[src/inc/fault_sup_consts.vh]
// Function
// - overtemp: gate off, flag, discharge soft-start
// - overtemp restart with soft-start after hysteresis
// - current limit ends switch on-time each cycle
// - current limit over 64 counts: hiccup
// - blank current limit, undervoltage for 3 ms
// - LED overcurrent: drives off, hiccup after 2
// - output undervoltage: drives off; 30 counts hiccup
// - overvoltage: drives off, flag, hiccup after 1
// - supply undervoltage: drives off, restart on recovery
// - rail undervoltage: gate off, flag, auto restart
// - dimming supply undervoltage: drives off, restart
// - timing pin fault selects 350 kHz
// - loop node short forces minimum duty
// - hiccup interval lasts 26.5 ms
// - slow external clock reverts to internal oscillator
// - blanking also after sleep exit, hiccup
`ifndef FAULT_SUP_CONSTS_VH
`define FAULT_SUP_CONSTS_VH
`define CLK_HZ 50000000
`define BLANK_US 3000
`define BLANK_CYCLES ((`BLANK_US * (`CLK_HZ / 1000000)))
`define HICCUP_NS 26500000
`define HICCUP_CYCLES ((`HICCUP_NS / 1000) * (`CLK_HZ / 1000000))
`define WDOG_NS 17000
`define WDOG_CYCLES (`WDOG_NS / 20)
`define INT_OSC_KHZ 350
`define INT_OSC_HALF ((`CLK_HZ / (`INT_OSC_KHZ * 1000)) / 2)
`define CL_LIMIT 64
`define OC_LIMIT 2
`define UV_LIMIT 30
`define OV_LIMIT 1
`define CNT_W 7
`endif

[src/rtl/led_driver_fault_supervisor.v]
`timescale 1ns/1ns
`include "fault_sup_consts.vh"
module led_driver_fault_supervisor #(
  parameter BLANK_CYCLES = `BLANK_CYCLES,
  parameter HICCUP_CYCLES = `HICCUP_CYCLES,
  parameter WDOG_CYCLES = `WDOG_CYCLES,
  parameter INT_OSC_HALF = `INT_OSC_HALF
) (
  input wire core_clk,
  input wire rst_n,
  input wire pwm_request,
  input wire switch_current_limit,
  input wire led_overcurrent,
  input wire output_undervoltage,
  input wire fixed_overvoltage,
  input wire prog_overvoltage,
  input wire supply_input_uv,
  input wire internal_5v_rail_uv,
  input wire dimming_supply_uv,
  input wire overtemp,
  input wire timing_resistor_pin_fault,
  input wire timing_resistor_pin,
  input wire comp_short,
  output wire osc_clk,
  output wire osc_cycle,
  output wire force_min_duty,
  output reg low_side_gate_drive,
  output reg dimming_switch_drive,
  output reg fault_flag_n,
  output reg soft_start_discharge
);
  localparam ST_RUN = 3'b001;
  localparam ST_MASK = 3'b010;
  localparam ST_HIC = 3'b100;
  // sync every pin-level input, two stages
  localparam NIN = 13;
  wire [NIN-1:0] raw = {
    comp_short,
    timing_resistor_pin,
    timing_resistor_pin_fault,
    overtemp,
    dimming_supply_uv,
    internal_5v_rail_uv,
    supply_input_uv,
    prog_overvoltage,
    fixed_overvoltage,
    output_undervoltage,
    led_overcurrent,
    switch_current_limit,
    pwm_request
  };
  wire [NIN-1:0] syn;
  // bits are independent levels, so one shared stage pair needs no word coherence
  sync_2ff #(
    .W(NIN)
  ) pin_sync (
    .core_clk(core_clk),
    .rst_n(rst_n),
    .d(raw),
    .q(syn)
  );
  wire s_pwm = syn[0];
  wire s_cl = syn[1];
  wire s_oc = syn[2];
  wire s_ouv = syn[3];
  wire s_ov = syn[4] | syn[5];
  wire s_vin = syn[6];
  wire s_internal_5v_rail = syn[7];
  wire s_dimuv = syn[8];
  wire s_ot = syn[9];
  wire s_pinf = syn[10];
  wire s_ext = syn[11];
  wire s_comp = syn[12];
  // internal oscillator, enable pulse per period
  reg [15:0] int_div;
  reg int_ph;
  reg int_tick;
  always @(posedge core_clk or negedge rst_n) begin
    if (!rst_n) begin
      int_div <= 16'h0000;
      int_ph <= 1'b0;
      int_tick <= 1'b0;
    end else begin
      int_tick <= 1'b0;
      if (int_div >= INT_OSC_HALF[15:0] - 16'h0001) begin
        int_div <= 16'h0000;
        int_ph <= ~int_ph;
        int_tick <= int_ph;
      end else begin
        int_div <= int_div + 16'h0001;
      end
    end
  end
  // external clock watchdog: period at or above limit falls back
  reg ext_d;
  reg [15:0] ext_cnt;
  reg ext_ok;
  wire ext_rise = s_ext & ~ext_d;
  always @(posedge core_clk or negedge rst_n) begin
    if (!rst_n) begin
      ext_d <= 1'b0;
      ext_cnt <= 16'h0000;
      ext_ok <= 1'b0;
    end else begin
      ext_d <= s_ext;
      if (ext_rise) begin
        ext_cnt <= 16'h0000;
        ext_ok <= (ext_cnt < WDOG_CYCLES[15:0] - 16'h0001);
      end else if (ext_cnt >= WDOG_CYCLES[15:0] - 16'h0001) begin
        ext_ok <= 1'b0;
      end else begin
        ext_cnt <= ext_cnt + 16'h0001;
      end
    end
  end
  wire use_ext = ext_ok & ~s_pinf;
  assign osc_cycle = use_ext ? ext_rise : int_tick;
  assign osc_clk = use_ext ? s_ext : int_ph;
  assign force_min_duty = s_comp;
  // persistence counters, one per oscillator cycle
  wire [`CNT_W-1:0] cl_cnt;
  wire [`CNT_W-1:0] oc_cnt;
  wire [`CNT_W-1:0] uv_cnt;
  wire [`CNT_W-1:0] ov_cnt;
  reg [2:0] state;
  reg [23:0] hic_cnt;
  reg [23:0] blank_cnt;
  reg init_done;
  reg hold_prev;
  // blanking only masks the slowly building faults; overvoltage is never blanked
  wire blanking = (blank_cnt != 24'h000000);
  wire cl_q = s_cl & ~blanking;
  wire uv_q = s_ouv & ~blanking;
  wire cl_trip = cl_q && osc_cycle && cl_cnt >= `CL_LIMIT;
  wire oc_trip = s_oc && osc_cycle && oc_cnt >= `OC_LIMIT - 1;
  wire uv_trip = uv_q && osc_cycle && uv_cnt >= `UV_LIMIT;
  wire ov_trip = s_ov && osc_cycle && ov_cnt >= `OV_LIMIT - 1;
  wire any_trip = cl_trip | oc_trip | uv_trip | ov_trip;
  // level faults hold the switcher off until they clear
  wire hold_ss = s_ot | s_vin | s_dimuv;
  wire hold = hold_ss | s_internal_5v_rail;
  // counters clear outside run so every restart counts from zero
  fault_persist #(
    .W(`CNT_W)
  ) cl_persist (
    .core_clk(core_clk),
    .rst_n(rst_n),
    .clear(state != ST_RUN),
    .step(osc_cycle),
    .fault(cl_q),
    .count(cl_cnt)
  );
  fault_persist #(
    .W(`CNT_W)
  ) oc_persist (
    .core_clk(core_clk),
    .rst_n(rst_n),
    .clear(state != ST_RUN),
    .step(osc_cycle),
    .fault(s_oc),
    .count(oc_cnt)
  );
  fault_persist #(
    .W(`CNT_W)
  ) uv_persist (
    .core_clk(core_clk),
    .rst_n(rst_n),
    .clear(state != ST_RUN),
    .step(osc_cycle),
    .fault(uv_q),
    .count(uv_cnt)
  );
  fault_persist #(
    .W(`CNT_W)
  ) ov_persist (
    .core_clk(core_clk),
    .rst_n(rst_n),
    .clear(state != ST_RUN),
    .step(osc_cycle),
    .fault(s_ov),
    .count(ov_cnt)
  );
  // hiccup sequencer
  reg [2:0] next_state;
  always @* begin
    next_state = state;
    case (state)
      ST_RUN: begin
        if (oc_trip | ov_trip) begin
          next_state = ST_MASK;
        end else if (cl_trip | uv_trip) begin
          next_state = ST_HIC;
        end
      end
      ST_MASK: begin
        if (osc_cycle) begin
          next_state = ST_HIC;
        end
      end
      ST_HIC: begin
        if (hic_cnt >= HICCUP_CYCLES[23:0] - 24'h000001) begin
          next_state = ST_RUN;
        end
      end
      default: begin
        next_state = ST_RUN;
      end
    endcase
  end
  wire hic_end = (state == ST_HIC) && (next_state == ST_RUN);
  wire hold_exit = hold_prev & ~hold;
  // first dimming request after reset stands in for leaving sleep
  wire sleep_exit = s_pwm & ~init_done;
  always @(posedge core_clk or negedge rst_n) begin
    if (!rst_n) begin
      state <= ST_RUN;
      hic_cnt <= 24'h000000;
      blank_cnt <= 24'h000000;
      init_done <= 1'b0;
      hold_prev <= 1'b0;
    end else begin
      state <= next_state;
      hold_prev <= hold;
      hic_cnt <= (state == ST_HIC) ? hic_cnt + 24'h000001 : 24'h000000;
      if (s_pwm) begin
        init_done <= 1'b1;
      end
      // sleep exit, startup, hiccup end, restart all re-blank
      if (sleep_exit | hic_end | hold_exit) begin
        blank_cnt <= BLANK_CYCLES[23:0];
      end else if (blanking) begin
        blank_cnt <= blank_cnt - 24'h000001;
      end
    end
  end
  // registered drives; one cycle late, accepted to keep outputs glitch free
  wire latched = (state != ST_RUN);
  wire both_off = latched | s_oc | s_ouv | s_ov | s_vin | s_dimuv;
  wire gate_off = both_off | s_ot | s_internal_5v_rail | cl_q | s_cl;
  // undervoltage alone keeps the flag quiet until its count runs out
  wire flag_cause = latched | any_trip | s_oc | s_ov | hold | (s_ouv & (uv_cnt >= `UV_LIMIT));
  wire discharge_cause = (state == ST_HIC) | (next_state == ST_HIC) | hold_ss | ~init_done;
  always @(posedge core_clk or negedge rst_n) begin
    if (!rst_n) begin
      low_side_gate_drive <= 1'b0;
      dimming_switch_drive <= 1'b0;
      fault_flag_n <= 1'b1;
      soft_start_discharge <= 1'b1;
    end else begin
      low_side_gate_drive <= s_pwm & ~gate_off & ~(s_comp & osc_cycle);
      dimming_switch_drive <= s_pwm & ~both_off;
      fault_flag_n <= ~flag_cause;
      soft_start_discharge <= discharge_cause;
    end
  end
endmodule

module sync_2ff #(
  parameter W = 1
) (
  input wire core_clk,
  input wire rst_n,
  input wire [W-1:0] d,
  output reg [W-1:0] q
);
  // only q is read downstream; meta may settle late
  reg [W-1:0] meta;
  always @(posedge core_clk or negedge rst_n) begin
    if (!rst_n) begin
      meta <= {W{1'b0}};
      q <= {W{1'b0}};
    end else begin
      meta <= d;
      q <= meta;
    end
  end
endmodule

module fault_persist #(
  parameter W = 7
) (
  input wire core_clk,
  input wire rst_n,
  input wire clear,
  input wire step,
  input wire fault,
  output reg [W-1:0] count
);
  // saturates so a very long fault never wraps back under its limit
  always @(posedge core_clk or negedge rst_n) begin
    if (!rst_n) begin
      count <= {W{1'b0}};
    end else if (clear) begin
      count <= {W{1'b0}};
    end else if (step) begin
      if (!fault) begin
        count <= {W{1'b0}};
      end else if (count != {W{1'b1}}) begin
        count <= count + {{(W-1){1'b0}}, 1'b1};
      end
    end
  end
endmodule

[config.mk]
export PLATFORM = sky130hd
export DESIGN_NAME = led_driver_fault_supervisor
export DESIGN_NICKNAME = d
export VERILOG_FILES = /design/src/rtl/led_driver_fault_supervisor.v
export VERILOG_INCLUDE_DIRS = /design/src /design/src/inc
export SDC_FILE = /design/constraint.sdc
export NUM_CORES = 1
export LEC_CHECK = 0
export BUFFER_PORTS_ARGS = -buffer_cell sky130_fd_sc_hd__clkbuf_2
export CORE_ASPECT_RATIO = 1.1
export CORE_MARGIN = 2
export CORE_UTILIZATION = 45
export DETAILED_ROUTE_END_ITERATION = 10
export PLACE_DENSITY = 0.68
export SLEW_MARGIN = 40
export SYNTH_ARGS = -nofsm -noshare
export SYNTH_HDL_FRONTEND = slang
export SYNTH_SLANG_ARGS = --single-unit
export TNS_END_PERCENT = 10
[constraint.sdc]
create_clock -name core_clk -period 1.9 [get_ports core_clk]
set_clock_uncertainty 0.15 [all_clocks]
set_input_delay 0.285 -clock core_clk [delete_from_list [all_inputs] [get_ports core_clk]]
set_output_delay 0.285 -clock core_clk [all_outputs]
set_load 0.05 [all_outputs]
==> flow_metrics.env, run 1 <==
export IMPL_synth_area_leaders="dfrtp_1 (53%), nor2_1 (4.4%), xnor2_1 (4.3%)"
export IMPL_track_usage_pct=20.1
export IMPL_clock_sinks=140
export IMPL_switching_power_mw=2.46
export IMPL_synth_flop_cell="dfrtp_1"
export IMPL_fillers=1087
export IMPL_seq_power_share_pct=39.3
export IMPL_r2r_end="blank_cnt[4]"
export IMPL_worstPathRequired_ns=1.46
export IMPL_critPathLaunchType="flip-flop"
export IMPL_ys_seq_area_share_pct=54.2
export IMPL_critPathKind="flip-flop to output port"
export IMPL_clk_pin_slew_ns=0.06
export IMPL_final_layout_size_suffix_gt1_share_pct=31.8
export IMPL_min_period_ns=2.01
export IMPL_detail_route_first_pass_iterations=6
export IMPL_grt_overflow=0
export IMPL_ys_ff_latch=140
export IMPL_holdWs_ns=0.196
export IMPL_pwr_share_comb_pct=21.9
export IMPL_drt_iter0_drc=394
export IMPL_instances_no_fill=972
export IMPL_clock_latency_ns=0.41
export IMPL_dp_slack_ns=-0.147
export IMPL_synth_area_um2=6470
export IMPL_worstReg2RegStart="blank_cnt[13]"
export IMPL_totalPowerFinal_mw=8.53
export IMPL_placedCellCount=920
export IMPL_cp_slowest_cell="dfrtp_1"
export IMPL_dieWidth_um=118
export IMPL_critical_path_max_fanout=3
export IMPL_min_from="pin_sync.meta[1]"
export IMPL_async_reset_ff_share_pct=100
export IMPL_slew_violations=0
export IMPL_fin_util_pct=62.9
export IMPL_hold_class="flip-flop to flip-flop"
export IMPL_grt_pass1_vias=5244
export IMPL_grt_max_degree=42
export IMPL_synth_top_cell_area_share_pct=53.0
export IMPL_setup_violations=6
export IMPL_drc=0
export IMPL_initial_utilization_pct=46.5
export IMPL_min_to="pin_sync.q[1]"
export IMPL_place_area_um2=7600
export IMPL_peakVddDrop_mv=0.717
export IMPL_syn_to_final_growth_pct=35.1
export IMPL_cts_tree="built"
export IMPL_tns_ns=-0.207
export IMPL_fin_ws_ns=-0.112
export IMPL_cap_violations=0
export IMPL_antenna_left=0
export IMPL_violations="setup timing"
export IMPL_pwr_share_clk_pct=38.8
export IMPL_arrival_ns=1.58
export IMPL_cts_buffer_depth=2
export IMPL_critPathBufInv=2
export IMPL_ff2ff_path_depth=4
export IMPL_die_area_um2=15400
export IMPL_finalCritPeriodShare_pct=106
export IMPL_p_sw_share_pct=28.8
export IMPL_gp_congestion=0.829
export IMPL_path_cells="nor2b_4 -> buf_6 -> mux2_4 -> clkbuf_16"
export IMPL_finalHoldViolCount=0
export IMPL_cts_buffers=17
export IMPL_h_tree_depth=4
export IMPL_synth_distinct_cells=71
export IMPL_rsz0062_at_grt="yes"
export IMPL_die_height_um=130
export IMPL_synth_edf_count=0
export IMPL_grt_pass1_wl_um=24600
export IMPL_wirelength_um=14600
export IMPL_dp_hpwl_um=9670
export IMPL_slowest_delay_ns=0.37
export IMPL_portBuffers=21
export IMPL_yosys_warnings=0
export IMPL_root_buffer="clkbuf_16"
export IMPL_ff2ff_setup_slack_ns=-0.02
export IMPL_synth_area_per_cell_um2=10.5
export IMPL_min_delay_path_depth=0
export IMPL_vias=5189
export IMPL_num_rows=45
export IMPL_max_freq_mhz=497
export IMPL_viasPerCell=5.34
export IMPL_leakage_nw=3.79
export IMPL_nets=799
export IMPL_synthCells=616
export IMPL_internal_power_mw=6.08
export IMPL_io_pins=22
export IMPL_power_density_nw_per_um2=976
export IMPL_status="finished, violations left"
export IMPL_cp_top_family="flip-flops"
export IMPL_antenna_found_initial=0
export IMPL_yosysTopAreaCell="dfrtp_1"
export IMPL_endpoint_kind="output port"
export IMPL_core_um2=13900
export IMPL_post_drt_wl_per_cell_um=15.0
export IMPL_postLayoutCellArea_um2=8740
export IMPL_n_antenna_cell=0
## logic make-up (layout without fill, tap and decap cells)
| logic type | count (synthesis) | after routing | share of synthesized area (%) |
|---|---|---|---|
| simple gates | 279 | 279 | 24.0 |
| xor+xnor | 46 | 46 | 6.23 |
| flops | 140 | 140 | 54.2 |
| buf+inv | 39 | 199 | 2.65 |
| fa+ha+maj | 13 | 13 | 2.51 |
| other cells | 1 | 9 | 0.0579 |
| compound gates | 95 | 95 | 9.92 |
| mux | 3 | 3 | 0.483 |
## layout make-up
cell class | instances | area (um^2) | area share [%]
clock buffer | 19 | 443 | 5.07
timing repair buffer | 146 | 1190 | 13.6
sequential | 140 | 3510 | 40.1
multi-input combinational | 445 | 3130 | 35.8
tap | 188 | 235 | 2.69
clock inverter | 13 | 156 | 1.79
inverter | 21 | 82.6 | 0.944
## how the worst max path moves through the flow
stage	from	endpoint	cells after the start
global placement	oc_persist.count[0]	fault_flag_n	6
detailed placement	oc_persist.count[0]	fault_flag_n	6
CTS	ext_ok	osc_clk	4
finish	ext_ok	osc_clk	4
floorplan	blank_cnt[0]	blank_cnt[6]	8
global route	ext_ok	osc_clk	4
## cells in the mapped netlist (all sizes together), types with 6 or more instances
cell type  instances
nand4             11
nor2              77
and3              13
ha                13
or2                6
buf                9
clkbuf             9
nor4              20
inv               21
nor3              24
dfrtp            137
nand2b             9
o21ai             17
xnor2             32
and2               9
nand2             41
or3               11
xor2              14
nand3             34
a21oi             30
## layer usage
layer | wire length, um | share of wire, % | GRT usage, %
met5 | 0 | 0 | 0
met4 | 357 | 2.4 | 8.79
met3 | 361 | 2.5 | 3.63
met2 | 7730 | 53 | 35.3
met1 | 6170 | 42 | 24.4
## flip-flops by register name, indices dropped and copies added, names as in the netlist, 3 cells and up
| name | count |
|---|---|
| state | 3 |
| ext_cnt | 16 |
| int_div | 16 |
| cl_persist.count | 7 |
| pin_sync.q | 13 |
| oc_persist.count | 7 |
| pin_sync.meta | 13 |
| hic_cnt | 24 |
| blank_cnt | 24 |
| uv_persist.count | 7 |
## worst register-to-register path, cell delays in order, from the launching register on
cell and delay, ns:
dfrtp_1 0.43, nor4_4 0.37, and4_4 0.34, nand2_2 0.12, a311o_1 0.39
## power groups by stage
stage | Clock (mW) | Combinational, mW | Sequential (mW)
final | 3.31 | 1.87 | 3.36
after global routing | 3.52 | 2.06 | 3.38
after CTS | 3.38 | 1.75 | 3.34
after detailed placement | 0 | 1.65 | 3.40
after global placement | 0 | 1.60 | 3.38
after floorplan | 0 | 0.836 | 3.43
## cell usage in the layout, fill, tap and decap left out, drive strengths merged, types with 5 or more instances in the layout
| cell | instances |
|---|---|
| dfrtp | 137 |
| nand3 | 34 |
| a21oi | 30 |
| buf | 113 |
| nor4 | 20 |
| nand2 | 41 |
| a211oi | 5 |
| nor3 | 24 |
| xor2 | 14 |
| nor2 | 77 |
| dlygate4sd3 | 14 |
| and3 | 13 |
| or2 | 6 |
| clkinvlp | 5 |
| nand2b | 9 |
| or3 | 11 |
| inv | 25 |
| clkbuf | 38 |
| conb | 9 |
| ha | 13 |
| nand4 | 11 |
| and2 | 9 |
| o21ai | 17 |
| o211ai | 5 |
| xnor2 | 32 |
## timing repair
action,4_1_cts,5_1_grt
hold endpoints to repair,66,0
gates resized for setup,35,46
gates cloned,0,0
setup endpoints to repair,60,78
buffers inserted,2,5
pin swaps,6,22
hold buffers,14,0
(Power assumes the default switching activity.)
==> run 2: changes to the inputs <==
--- a/config.mk
+++ b/config.mk
@@ -10,10 +10,11 @@
 export CORE_ASPECT_RATIO = 1.1
 export CORE_MARGIN = 2
 export CORE_UTILIZATION = 45
+export CTS_CLUSTER_DIAMETER = 30
 export DETAILED_ROUTE_END_ITERATION = 10
 export PLACE_DENSITY = 0.68
 export SLEW_MARGIN = 40
 export SYNTH_ARGS = -nofsm -noshare
 export SYNTH_HDL_FRONTEND = slang
 export SYNTH_SLANG_ARGS = --single-unit
-export TNS_END_PERCENT = 10
+export TNS_END_PERCENT = 100
==> flow_metrics.env, run 2 (synthesis gave the netlist of run 1 again) <==
export IMPL_power_density_nw_per_um2=939
export IMPL_syn_to_final_growth_pct=42.2
export IMPL_num_rows=45
export IMPL_violations="setup timing"
export IMPL_detail_route_first_pass_iterations=5
export IMPL_cts_tree="built"
export IMPL_critPathKind="flip-flop to flip-flop"
export IMPL_clk_pin_slew_ns=0.06
export IMPL_endpoint_kind="flip-flop"
export IMPL_die_area_um2=15400
export IMPL_totalPowerFinal_mw=8.64
export IMPL_placedCellCount=910
export IMPL_initial_utilization_pct=46.5
export IMPL_wirelength_um=16000
export IMPL_relSlewSlack_pct=65.2
export IMPL_grt_pass1_vias=5306
export IMPL_peakVddDrop_mv=0.787
export IMPL_viasPerCell=5.32
export IMPL_drc=0
export IMPL_cp_slowest_cell="dfrtp_2"
export IMPL_clock_latency_ns=0.42
export IMPL_dp_hpwl_um=9200
export IMPL_cts_buffers=17
export IMPL_rsz0062_at_grt="yes"
export IMPL_root_buffer="clkbuf_16"
export IMPL_core_um2=13900
export IMPL_reg_top3="blank_cnt: 24 flops, hic_cnt: 24 flops"
export IMPL_grt_pass1_wl_um=24900
export IMPL_cts_buffer_depth=2
export IMPL_leakage_nw=3.96
export IMPL_setup_violations=38
export IMPL_cpMostUsedCell="and4_4"
export IMPL_critPathLaunchType="flip-flop"
export IMPL_fin_ws_ns=-0.139
export IMPL_io_pins=22
export IMPL_tightest_slew_ns=0.515
export IMPL_grt_overflow=0
export IMPL_cap_violations=0
export IMPL_mostFrequentLayoutCell="dfrtp_1"
export IMPL_hold_class="input pin to async pin"
export IMPL_min_period_ns=2.04
export IMPL_n_antenna_cell=0
export IMPL_antenna_found_initial=0
export IMPL_path_cells="nor4_4 -> and4_4 -> and4_4 -> nor2_2 -> nor3_2"
export IMPL_finalHoldViolCount=0
export IMPL_grt_max_degree=44
export IMPL_instances_no_fill=991
export IMPL_antenna_left=0
export IMPL_clock_sinks=140
export IMPL_cp_top_family="simple AND/OR/NAND/NOR gates"
export IMPL_nets=818
export IMPL_status="finished, violations left"
export IMPL_final_layout_size_suffix_gt1_share_pct=38.6
export IMPL_slowest_delay_ns=0.43
export IMPL_critical_path_max_fanout=8
export IMPL_drt_iter0_drc=239
export IMPL_h_tree_depth=4
export IMPL_die_height_um=130
export IMPL_slew_violations=0
export IMPL_critPathBufInv=0
export IMPL_portBuffers=21
export IMPL_finalCritPeriodShare_pct=107
export IMPL_dp_slack_ns=-0.174
export IMPL_arrival_ns=2.23
export IMPL_gp_congestion=0.847
export IMPL_post_drt_wl_per_cell_um=16.1
export IMPL_worstPathRequired_ns=2.09
export IMPL_ff2ff_setup_slack_ns=-0.14
export IMPL_dieWidth_um=118
export IMPL_max_freq_mhz=491
export IMPL_final_cell_mix="dfrtp_1 (135), buf_4 (109), nor2_1 (72), nand2_1 (32), xnor2_1 (30)"
export IMPL_track_usage_pct=20.3
export IMPL_vias=5275
-- run 2: what timing repair did --
item / in CTS / in global routing
buffers inserted: 12 / 23
endpoints found under the setup margin: 55 / 66
endpoints found under the hold margin: 57 / 0
gates resized for setup: 56 / 100
hold buffers: 14 / 0
pin swaps: 23 / 60
cloned: 1 / 2
-- run 2: worst register-to-register path: stages, from the launching register on --
cell	delay, ns
dfrtp_2	0.43
nor4_4	0.40
and4_4	0.42
and4_4	0.33
nor2_2	0.07
nor3_2	0.16
-- run 2: report_power, final --
| group | internal, mW | total [mW] | switching (mW) |
|---|---|---|---|
| combinational | 0.904 | 1.95 | 1.05 |
| clock | 1.88 | 3.32 | 1.44 |
| sequential | 3.19 | 3.37 | 0.185 |
-- run 2: worst paths after layout --
kind                              startpoint                  end  cells after the start
max reg2reg                    blank_cnt[18]  cl_persist.count[5]                      5
min                                    rst_n          int_div[10]                      2
max                            blank_cnt[18]  cl_persist.count[5]                      5
max in group asynchronous              rst_n          ext_cnt[13]                      3
min in group core_clk      pin_sync.meta[11]       pin_sync.q[11]                      0
min reg2reg                pin_sync.meta[11]       pin_sync.q[11]                      0
-- run 2: cell type report --
cell class | instances | area (um^2)
fillers | 1018 | 4710
flip-flops and latches | 140 | 3510
multi-input cells | 447 | 3450
repair buffers | 163 | 1320
clock buffers | 17 | 425
well taps | 188 | 235
clock inverters | 15 | 176
inverters | 21 | 82.6
-- run 2: per-stage QoR --
stage	TNS [ns]	area [um^2]	util, %	hold WS (ns)
finish	-2.41	9200	66.2	0.196
global route	-6.69	9200	66.2	0.207
CTS	-1.07	8600	61.8	0.192
detailed placement	-1.81	7510	54.0	0.0896
global placement	-0.318	7510	54.0	0.0827
floorplan	0	6530	-	-0.161
-- run 2: layer usage --
metal	routed length, um	vias to the layer above	part of all wire (%)	global-route usage (%)
met5	0	-	0	0
met3	385	34	2.4	4.02
li1	-	2523	-	-
met1	6650	2631	42	23.9
met2	8610	87	54	36.5
met4	339	0	2.1	8.50
==> run 3: changes to the inputs <==
--- a/config.mk
+++ b/config.mk
@@ -10,6 +10,7 @@
 export CORE_ASPECT_RATIO = 1.1
 export CORE_MARGIN = 2
 export CORE_UTILIZATION = 45
+export CTS_BUF_LIST = sky130_fd_sc_hd__clkbuf_4
 export CTS_CLUSTER_DIAMETER = 30
 export DETAILED_ROUTE_END_ITERATION = 10
 export PLACE_DENSITY = 0.68
==> flow_metrics.env, run 3 (synthesis gave the netlist of run 1 again) <==
export IMPL_pwr_share_clk_pct=26.9
export IMPL_power_density_nw_per_um2=822
export IMPL_grt_pass1_vias=5266
export IMPL_worstPathRequired_ns=1.46
export IMPL_dieWidth_um=118
export IMPL_tns_ns=-2.73
export IMPL_switching_power_mw=2.52
export IMPL_grt_pass1_wl_um=24000
export IMPL_status="finished, violations left"
export IMPL_internal_power_mw=4.88
export IMPL_place_area_um2=7510
export IMPL_num_rows=45
export IMPL_cts_buffers=17
export IMPL_relSlewSlack_pct=57.0
export IMPL_track_usage_pct=19.5
export IMPL_fin_ws_ns=-0.238
export IMPL_io_pins=22
export IMPL_clock_latency_ns=0.56
export IMPL_critical_path_max_fanout=3
export IMPL_ff2ff_path_depth=7
export IMPL_seq_power_share_pct=45.4
export IMPL_dp_hpwl_um=9200
export IMPL_wirelength_um=15300
export IMPL_pwr_share_comb_pct=27.7
export IMPL_vias=5296
export IMPL_leakage_nw=3.92
export IMPL_mostFrequentLayoutCell="dfrtp_1"
export IMPL_final_layout_size_suffix_gt1_share_pct=40.5
export IMPL_gp_congestion=0.847
export IMPL_initial_utilization_pct=46.5
export IMPL_portBuffers=21
export IMPL_syn_to_final_growth_pct=39.1
export IMPL_final_cell_mix="dfrtp_1 (135), buf_4 (111), nor2_1 (60), nand2_1 (34), nand3_1 (30)"
export IMPL_cap_violations=0
export IMPL_finalCritPeriodShare_pct=113
export IMPL_cts_buffer_depth=2
export IMPL_holdWs_ns=0.0484
export IMPL_grt_overflow=0
export IMPL_drc=0
export IMPL_finalHoldViolCount=0
export IMPL_cts_tree="built"
export IMPL_arrival_ns=1.70
export IMPL_max_freq_mhz=468
export IMPL_drt_iter0_drc=257
export IMPL_antenna_found_initial=1
export IMPL_worstReg2RegStart="blank_cnt[16]"
export IMPL_root_buffer="clkbuf_4"
export IMPL_critPathKind="flip-flop to output port"
export IMPL_violations="setup timing"
export IMPL_setup_violations=49
export IMPL_h_tree_depth=4
export IMPL_min_period_ns=2.14
export IMPL_nets=815
export IMPL_die_area_um2=15400
export IMPL_core_um2=13900
export IMPL_antenna_left=0
export IMPL_ff2ff_setup_slack_ns=-0.11
export IMPL_p_sw_share_pct=34.0
export IMPL_post_drt_wl_per_cell_um=15.5
export IMPL_detail_route_first_pass_iterations=5
export IMPL_viasPerCell=5.35
export IMPL_slew_violations=0
export IMPL_totalPowerFinal_mw=7.39
export IMPL_clock_sinks=140
export IMPL_postLayoutCellArea_um2=9000
export IMPL_endpoint_kind="output port"
export IMPL_tightest_slew_ns=0.638
export IMPL_reg_top3="blank_cnt: 24 flops, hic_cnt: 24 flops"
export IMPL_critPathLaunchType="flip-flop"
export IMPL_instances_no_fill=989
export IMPL_hold_class="input pin to async pin"
export IMPL_r2r_end="blank_cnt[6]"
export IMPL_grt_max_degree=44
export IMPL_placedCellCount=910
export IMPL_clk_pin_slew_ns=0.14
export IMPL_rsz0062_at_grt="yes"
export IMPL_peakVddDrop_mv=0.638
export IMPL_die_height_um=130
run 3: cell type report:
| cell class | count | area (um^2) |
|---|---|---|
| fill | 1051 | 4910 |
| tap | 188 | 235 |
| antenna | 1 | 2.50 |
| clock inverter | 15 | 176 |
| clock buffer | 17 | 128 |
| multi-input combinational | 446 | 3560 |
| inverter | 21 | 85.1 |
| timing repair buffer | 161 | 1300 |
| sequential | 140 | 3510 |
run 3: power groups by stage:
stage,Sequential (mW),Combinational [mW],Clock [mW]
4_1_cts,3.35,1.78,2.03
6_report,3.36,2.05,1.99
3_5_place_dp,3.40,1.59,0
5_1_grt,3.39,2.22,2.17
2_1_floorplan,3.44,0.854,0
3_3_place_gp,3.39,1.54,0
run 3: worst max-delay path: stages (launching register included):
cell,delay [ns]
dfrtp_1,0.40
nor2b_4,0.17
buf_6,0.11
mux2_4,0.30
clkbuf_16,0.17
run 3: per-layer routing:
layer,GRT usage (%),part of all wire (%),vias up
li1,-,-,2523
met1,23.3,42,2627
met2,34.5,53,117
met3,3.58,2.8,29
met4,8.93,2.0,0
met5,0,0,-
run 3: worst max path at each step:
stage	startpoint	end	cells past startpoint
after floorplan	blank_cnt[13]	blank_cnt[6]	6
after global placement	blank_cnt[13]	cl_persist.count[3]	5
after detailed placement	blank_cnt[13]	cl_persist.count[3]	5
after CTS	ext_ok	osc_clk	4
after global routing	ext_ok	osc_clk	4
final	ext_ok	osc_clk	4
run 3: timing repair:
| action | CTS | global route |
|---|---|---|
| endpoints found under the setup margin | 51 | 74 |
| gates cloned | 1 | 1 |
| resized for setup | 67 | 110 |
| hold buffers | 14 | 0 |
| pin swaps | 28 | 58 |
| buffers inserted | 16 | 15 |
| hold endpoints to repair | 153 | 0 |
run 3: metrics by stage:
step	util, %	setup WS, ns
3_5_place_dp	54.0	-0.174
6_report	64.7	-0.238
5_1_grt	64.7	-0.335
4_1_cts	60.4	-0.253
3_3_place_gp	54.0	-0.0863
2_1_floorplan	-	0.000731
